File: src/acc_pkg.sv
/*
  Constants for the comparator control block: register addresses, field
  positions and reset values.
  Assumes an 8-bit special-function-register bus with an 8-bit address.
*/
package acc_pkg;
  // ----------------------------------------------------------------------
  // Register addresses
  // ----------------------------------------------------------------------
  localparam logic [7:0] ADDR_MODE = 8'h9b;
  localparam logic [7:0] ADDR_CTRL = 8'h9a;
  // ----------------------------------------------------------------------
  // Mode register fields
  // ----------------------------------------------------------------------
  localparam int MODE_RISE_IE_BIT = 5;
  localparam int MODE_FALL_IE_BIT = 4;
  localparam int MODE_SEL_LSB     = 0;
  localparam logic [1:0] MODE_SEL_RESET  = 2'h2;
  localparam logic [7:0] MODE_RESET      = 8'h02;
  // ----------------------------------------------------------------------
  // Control register fields
  // ----------------------------------------------------------------------
  localparam int CTRL_EN_BIT    = 7;
  localparam int CTRL_OUT_BIT   = 6;
  localparam int CTRL_RISE_BIT  = 5;
  localparam int CTRL_FALL_BIT  = 4;
  localparam int CTRL_HYP_LSB   = 2;
  localparam int CTRL_HYN_LSB   = 0;
  localparam logic [1:0] HYST_OFF     = 2'h0;
  localparam logic       EN_RESET     = 1'b0;
  localparam logic       SYNC_SEL_RESET = 1'b1;
endpackage

File: src/acc_sync.sv
/*
  Two-flop synchroniser for the asynchronous comparator output.
  Assumes the input is a level from the analog domain.
*/
module acc_sync
(
  input  wire logic clk_sys_in,
  input  wire logic reset_in,
  input  wire logic async_in,
  output logic      sync_out
);
  logic meta_ff;
  logic nxt_meta;
  logic sync_ff;
  logic nxt_sync;

  always_comb
  begin
    nxt_meta = async_in;
    nxt_sync = meta_ff;
  end

  always_ff @(posedge clk_sys_in)
  begin
    if (reset_in)
    begin
      meta_ff <= 1'b0;
      sync_ff <= 1'b0;
    end
    else
    begin
      meta_ff <= nxt_meta;
      sync_ff <= nxt_sync;
    end
  end

  assign sync_out = sync_ff;
endmodule // acc_sync

File: src/acc_ctrl.sv
/*
  Comparator control and status: mode register, control register with
  enable, hysteresis selects and sticky edge flags, interrupt request and
  port-pin output routing.
  Assumes a byte-wide register port with one-cycle read and write strobes
  and an analog comparator whose raw output is asynchronous.
*/
// Summary of operation
// - Falling-edge flag sets on a high-to-low comparator output transition.
// - Rising-edge flag sets on a low-to-high comparator output transition.
// - Edge flags stay set until software writes them to zero.
// - Read-only output state bit shows the live output, no side effects.
// - Enable bit one turns comparator on, zero turns it off.
// - Disabled: pin output driven low and analog power removed.
// - Pin output selectable registered or unregistered; unregistered needs no clock.
// - Mode bit 5 is the rising-edge interrupt enable, reset zero.
// - Mode bit 4 is the falling-edge interrupt enable, reset zero.
// - Mode bits 1:0 select response mode 0..3, reset mode 2.
// - Mode bits 7:6 and 3:2 read zero, writes ignored.
// - Control holds two-bit hysteresis selects; code 00 means no hysteresis.
// - Interrupts on both edges, each direction enabled independently.
module acc_ctrl
(
  input  wire logic       clk_sys_in,
  input  wire logic       reset_in,
  input  wire logic [7:0] reg_addr_in,
  input  wire logic [7:0] reg_wdata_in,
  input  wire logic       reg_wr_in,
  input  wire logic       reg_rd_in,
  output logic      [7:0] reg_rdata_out,
  input  wire logic       cmp_raw_in,
  input  wire logic       pin_sync_sel_in,
  output logic            cmp_power_out,
  output logic      [1:0] response_mode_select_out,
  output logic      [1:0] positive_hysteresis_select_out,
  output logic      [1:0] negative_hysteresis_select_out,
  output logic            cmp_pin_out,
  output logic            cmp_irq_out
);
  // ----------------------------------------------------------------------
  // Synchronised comparator output
  // ----------------------------------------------------------------------
  logic cmp_sync;
  logic prev_ff;
  logic nxt_prev;
  logic rise_evt;
  logic fall_evt;

  acc_sync u_sync
  (
    .clk_sys_in (clk_sys_in),
    .reset_in   (reset_in),
    .async_in   (cmp_raw_in),
    .sync_out   (cmp_sync)
  );

  // ----------------------------------------------------------------------
  // Register state
  // ----------------------------------------------------------------------
  logic       enable_ff;
  logic       nxt_enable;
  logic       rising_edge_flag_ff;
  logic       nxt_rising_edge_flag;
  logic       falling_edge_flag_ff;
  logic       nxt_falling_edge_flag;
  logic [1:0] hyp_ff;
  logic [1:0] nxt_hyp;
  logic [1:0] hyn_ff;
  logic [1:0] nxt_hyn;
  logic       rise_ie_ff;
  logic       nxt_rise_ie;
  logic       fall_ie_ff;
  logic       nxt_fall_ie;
  logic [1:0] mode_ff;
  logic [1:0] nxt_mode;
  logic [7:0] rdata_ff;
  logic [7:0] nxt_rdata;
  logic       pin_sync_ff;
  logic       nxt_pin_sync;
  logic       wr_ctrl;
  logic       wr_mode;

  assign wr_ctrl = reg_wr_in && (reg_addr_in == acc_pkg::ADDR_CTRL);
  assign wr_mode = reg_wr_in && (reg_addr_in == acc_pkg::ADDR_MODE);

  // Edges only count while enabled, so a power-up glitch is ignored
  assign rise_evt = enable_ff && cmp_sync && !prev_ff;
  assign fall_evt = enable_ff && !cmp_sync && prev_ff;

  always_comb
  begin
    nxt_prev              = cmp_sync;
    nxt_enable            = enable_ff;
    nxt_hyp               = hyp_ff;
    nxt_hyn               = hyn_ff;
    nxt_rise_ie           = rise_ie_ff;
    nxt_fall_ie           = fall_ie_ff;
    nxt_mode              = mode_ff;
    nxt_rising_edge_flag  = rising_edge_flag_ff;
    nxt_falling_edge_flag = falling_edge_flag_ff;
    nxt_pin_sync          = cmp_sync && enable_ff;
    nxt_rdata             = rdata_ff;
    if (wr_ctrl)
    begin
      nxt_enable            = reg_wdata_in[acc_pkg::CTRL_EN_BIT];
      nxt_rising_edge_flag  = reg_wdata_in[acc_pkg::CTRL_RISE_BIT];
      nxt_falling_edge_flag = reg_wdata_in[acc_pkg::CTRL_FALL_BIT];
      nxt_hyp = reg_wdata_in[acc_pkg::CTRL_HYP_LSB +: 2];
      nxt_hyn = reg_wdata_in[acc_pkg::CTRL_HYN_LSB +: 2];
    end
    if (wr_mode)
    begin
      nxt_rise_ie = reg_wdata_in[acc_pkg::MODE_RISE_IE_BIT];
      nxt_fall_ie = reg_wdata_in[acc_pkg::MODE_FALL_IE_BIT];
      nxt_mode    = reg_wdata_in[acc_pkg::MODE_SEL_LSB +: 2];
    end
    // Hardware set wins over a simultaneous software clear
    if (rise_evt)
    begin
      nxt_rising_edge_flag = 1'b1;
    end
    if (fall_evt)
    begin
      nxt_falling_edge_flag = 1'b1;
    end
    if (reg_rd_in)
    begin
      nxt_rdata = 8'h00;
      if (reg_addr_in == acc_pkg::ADDR_CTRL)
      begin
        nxt_rdata[acc_pkg::CTRL_EN_BIT]        = enable_ff;
        nxt_rdata[acc_pkg::CTRL_OUT_BIT]       = cmp_sync;
        nxt_rdata[acc_pkg::CTRL_RISE_BIT]      = rising_edge_flag_ff;
        nxt_rdata[acc_pkg::CTRL_FALL_BIT]      = falling_edge_flag_ff;
        nxt_rdata[acc_pkg::CTRL_HYP_LSB +: 2]  = hyp_ff;
        nxt_rdata[acc_pkg::CTRL_HYN_LSB +: 2]  = hyn_ff;
      end
      else if (reg_addr_in == acc_pkg::ADDR_MODE)
      begin
        // Unused bits stay zero
        nxt_rdata[acc_pkg::MODE_RISE_IE_BIT]   = rise_ie_ff;
        nxt_rdata[acc_pkg::MODE_FALL_IE_BIT]   = fall_ie_ff;
        nxt_rdata[acc_pkg::MODE_SEL_LSB +: 2]  = mode_ff;
      end
    end
  end

  always_ff @(posedge clk_sys_in)
  begin
    if (reset_in)
    begin
      prev_ff              <= 1'b0;
      enable_ff            <= acc_pkg::EN_RESET;
      hyp_ff               <= acc_pkg::HYST_OFF;
      hyn_ff               <= acc_pkg::HYST_OFF;
      rise_ie_ff           <= 1'b0;
      fall_ie_ff           <= 1'b0;
      mode_ff              <= acc_pkg::MODE_SEL_RESET;
      rising_edge_flag_ff  <= 1'b0;
      falling_edge_flag_ff <= 1'b0;
      pin_sync_ff          <= 1'b0;
      rdata_ff             <= 8'h00;
    end
    else
    begin
      prev_ff              <= nxt_prev;
      enable_ff            <= nxt_enable;
      hyp_ff               <= nxt_hyp;
      hyn_ff               <= nxt_hyn;
      rise_ie_ff           <= nxt_rise_ie;
      fall_ie_ff           <= nxt_fall_ie;
      mode_ff              <= nxt_mode;
      rising_edge_flag_ff  <= nxt_rising_edge_flag;
      falling_edge_flag_ff <= nxt_falling_edge_flag;
      pin_sync_ff          <= nxt_pin_sync;
      rdata_ff             <= nxt_rdata;
    end
  end

  // ----------------------------------------------------------------------
  // Outputs
  // ----------------------------------------------------------------------
  assign reg_rdata_out                  = rdata_ff;
  assign cmp_power_out                  = enable_ff;
  assign response_mode_select_out       = mode_ff;
  assign positive_hysteresis_select_out = hyp_ff;
  assign negative_hysteresis_select_out = hyn_ff;
  // Raw path is pure gating so it works with the clock stopped
  assign cmp_pin_out = pin_sync_sel_in ? pin_sync_ff : (cmp_raw_in && enable_ff);
  assign cmp_irq_out = (rising_edge_flag_ff && rise_ie_ff)
                    || (falling_edge_flag_ff && fall_ie_ff);
endmodule // acc_ctrl

File: config.mk
export PLATFORM = sky130hd
export DESIGN_NAME = acc_ctrl
export DESIGN_NICKNAME = d
export VERILOG_FILES = /design/src/acc_pkg.sv /design/src/acc_sync.sv /design/src/acc_ctrl.sv
export SDC_FILE = /design/constraint.sdc
export NUM_CORES = 1
export LEC_CHECK = 0
export ABC_AREA = 1
export BUFFER_PORTS_ARGS = -buffer_cell sky130_fd_sc_hd__buf_2
export CAP_MARGIN = 20
export CORE_UTILIZATION = 27
export DETAILED_ROUTE_END_ITERATION = 10
export GPL_ROUTABILITY_DRIVEN = 0
export MAX_ROUTING_LAYER = met4
export SLEW_MARGIN = 40
export SYNTH_ARGS = -nofsm -noshare
export SYNTH_HDL_FRONTEND = slang
export SYNTH_HIERARCHICAL = 1
export SYNTH_SLANG_ARGS = --single-unit
File: constraint.sdc
create_clock -name clk_sys_in -period 1.2 [get_ports clk_sys_in]
set_input_delay 0.24 -clock clk_sys_in [delete_from_list [all_inputs] [get_ports clk_sys_in]]
set_output_delay 0.24 -clock clk_sys_in [all_outputs]
set_load 0.03 [all_outputs]
==> key figures <==
Run
  • Max_cap viols: 0

Routing
  • DRC: 0
  • DRT antenna net count: 0
  • DRT Pass-1 Iters: 4
  • Routed WL per cell: 10.6 um
  • Total Wirelength: 2410 um
  • Drt via density: ~4.2
  • Iter 0 DRT Violations: 32
  • Routed via count: 963

STA
  • Minimum clock period: about 1200 ps
  • Worst Skew: 2.60 ps
  • Setup ws final: -5.29 ps
  • Max-Slew Margin vs Limit: between 70% and 80%
  • Final period util: 100%
  • RSZ-0062 raised after global routing: true
  • Slew of the pin with the lowest slew margin: 303 ps
  • Max Freq: 0.830 GHz
  • Hold_ws: 190 ps
  • Fin. max-slew vios: 0
  • Setup TNS: -5.29 ps
  • Final Hold Vio Count: 0
  • Final setup viols: 1

Layout
  • Commonest non-fill, non-tap cell in the layout: buf_2
  • Layout cells sized above 1: 43.3%
  • Area added between synthesis and finish: 31.0%
  • Post-route cell area: 0.00140 sq mm
  • Footprint of the multi-input gates: 508 sq um
  • # diodes: 0
  • Register area: 468 sq um
  • Commonest non-fill, non-tap cells in the layout: buf_2 (35), nand2_1 (24), dfxtp_1 (19)
  • Final Util: 37.6%
  • Final nets: around 200
  • Final cell count without fillers: 228
  • Fill count: around 430

Synthesis
  • Cell Area, Synth: 0.00107 sq mm
  • Post-Syn Area per Cell: 7.84 sq um
  • Cell variety after synth: 20
  • Syn Inst Count: 136
  • Yosys synthesis warning count: 6
  • Net count after synthesis: between 150 and 200
  • Post-synthesis register bit count: 23
  • Sequential share of the synthesized area: 43.2%

GRT
  • Largest net degree at the start of global routing: 17
  • First-pass GRT wire length: 3930 um
  • Initial antenna violation count: 0
  • Vias in the first global route: roughly 900
  • GR Overflow Total: 0
  • Total track usage: 12.6%

Power and ir drop
  • Sw Share: 26.1%
  • Leak pwr: around 0.65 nW
  • VDD IR max: a little under 0.0004 V
  • Seq pwr share: about 54%
  • Comb power frac: 11.4%
  • Switching Power: around 380 uW
  • Pwr Density: around 1000 mW/mm^2
  • Clock power share: between 30% and 40%
  • Pint: 1.07 mW

Critical path
  • CP peak stage delay: 330 ps
  • Worst path slowest cell: dfxtp_2
  • Crit path DAT: 970 ps
  • Buf/Inv on CP: 1
  • Critical Path End Type: output pin
  • CP required: approximately 960 ps
  • Worst path cell trace: a22o_1 -> buf_6
  • FF-to-FF setup slack: 270 ps
  • Crit-path max FO: 2
  • Critical path launch point type: register
  • Crit Path Category: reg -> out
  • Delay-heaviest family, CP: flip-flops

Clocking
  • Num CTS Buffers: 3
  • Hold Buf Count CTS: 0
  • Root buf cell: clkbuf_8
  • H-tree depth: 1
  • Clock buffer depth: 2
  • CTS sink cnt: 23
  • Worst-path clk slew: ~90 ps
  • Worst-Skew Late Latency: 270 ps
  • CTS tree: built

Placed design
  • Hpwl dp: about 1800 um
  • IO buf count: 37
  • DP Cell Count: about 220
  • Placed instance area: between 0.001 and 0.0015 sq mm

Outcome
  • Status: complete, but fails checks
  • Violated checks: setup timing

Floorplan
  • Width of the die: ~65 um
  • Core area: 0.00372 sq mm
  • Die Y: 64.8 um
  • Cell row count: 22
  • IO Pins: 39
  • Initial Utilization: 28.7%
  • Die area: 0.00420 sq mm

Worst hold path
  • Hold Crit Class: in -> reg
## stage by stage
stage | setup WS [ps] | power (mW)
2_1_floorplan | 109 | 0.901
3_3_place_gp | -6.76 | 0.971
3_5_place_dp | -43.1 | 0.972
4_1_cts | -21.3 | 1.47
5_1_grt | -37.9 | 1.51
6_report | -5.29 | 1.45
## path summary, 6_finish.rpt
| kind | end | startpoint | cells past startpoint |
|---|---|---|---|
| setup / recovery | cmp_irq_out | fall_ie_ff$_SDFFE_PP0P_ | 2 |
| hold / removal | u_sync/meta_ff$_SDFF_PP0_ | cmp_raw_in | 3 |
| setup reg to reg | falling_edge_flag_ff$_SDFFE_PP0P_ | cmp_power_out$_SDFFE_PP0P_ | 5 |
| hold reg to reg | u_sync/sync_out$_SDFF_PP0_ | u_sync/meta_ff$_SDFF_PP0_ | 2 |
## power by group through the flow
stage          clock, mW  combinational [mW]  sequential, mW
5_1_grt            0.541               0.182           0.789
2_1_floorplan          0              0.0688           0.833
4_1_cts            0.516               0.166           0.787
3_5_place_dp           0               0.165           0.807
3_3_place_gp           0               0.164           0.807
6_report           0.497               0.165           0.786
## registers in the layout, summed over array words and instances (netlist names)
signal and cells:
cmp_power_out 1, fall_ie_ff 1, falling_edge_flag_ff 1, negative_hysteresis_select_out 2
pin_sync_ff 1, positive_hysteresis_select_out 2, prev_ff 1, reg_rdata_out 8
response_mode_select_out 2, rise_ie_ff 1, rising_edge_flag_ff 1, u_sync/meta_ff 1
u_sync/sync_out 1
## worst reg2reg max path, cell delays in order (launching register included)
cell	delay, ps
dfxtp_4	370
buf_4	130
nand3_1	120
nand2_1	90
nand2_1	50
a21oi_1	100
## metal layers
layer | vias up | GRT usage (%) | share of wire, %
li1 | 520 | - | -
met1 | 416 | 14.7 | 48
met2 | 25 | 20.7 | 46
met3 | 2 | 2.46 | 4.7
met4 | 0 | 5.83 | 0.70
met5 | - | - | 0
## cells in the mapped netlist
cell / count / area share [%]
nand2_2: 7 / 4.1
nand4_1: 1 / 0.59
buf_12: 1 / 1.9
nand2_1: 25 / 8.8
nor2_2: 1 / 0.59
a21oi_2: 7 / 5.8
nand3_1: 12 / 5.6
buf_4: 1 / 0.70
nand3b_1: 1 / 0.70
o21ai_0: 8 / 3.8
dfxtp_1: 23 / 43
nand3_2: 7 / 6.6
inv_1: 17 / 6.0
a21oi_1: 7 / 3.3
nor2_1: 13 / 4.6
a22o_1: 1 / 0.82
buf_2: 1 / 0.47
nor2_4: 1 / 1.1
and2_4: 1 / 0.82
clkbuf_4: 1 / 0.70
## timing repair
action,in CTS,in global routing
endpoints found under the setup margin,2,2
resized for setup,7,2
buffers inserted,3,0
pin swaps,1,0
## area by class of cell
class	count	share of cell area [%]
multi-input cells	92	36.4
flip-flops and latches	23	33.5
clock inverters	1	0.358
repair buffers	44	17.9
well taps	48	4.30
clock buffers	3	2.96
inverters	17	4.57
## kinds of logic (layout without fill, tap and decap cells)
family	after synthesis	after routing	share of synthesized area [%]
AO/OA/AOI/OAI	23	23	13.6
buffers and inverters	21	65	9.74
flip-flops	23	23	43.2
AND/OR/NAND/NOR	69	69	33.5
(Power assumes the default switching activity.)
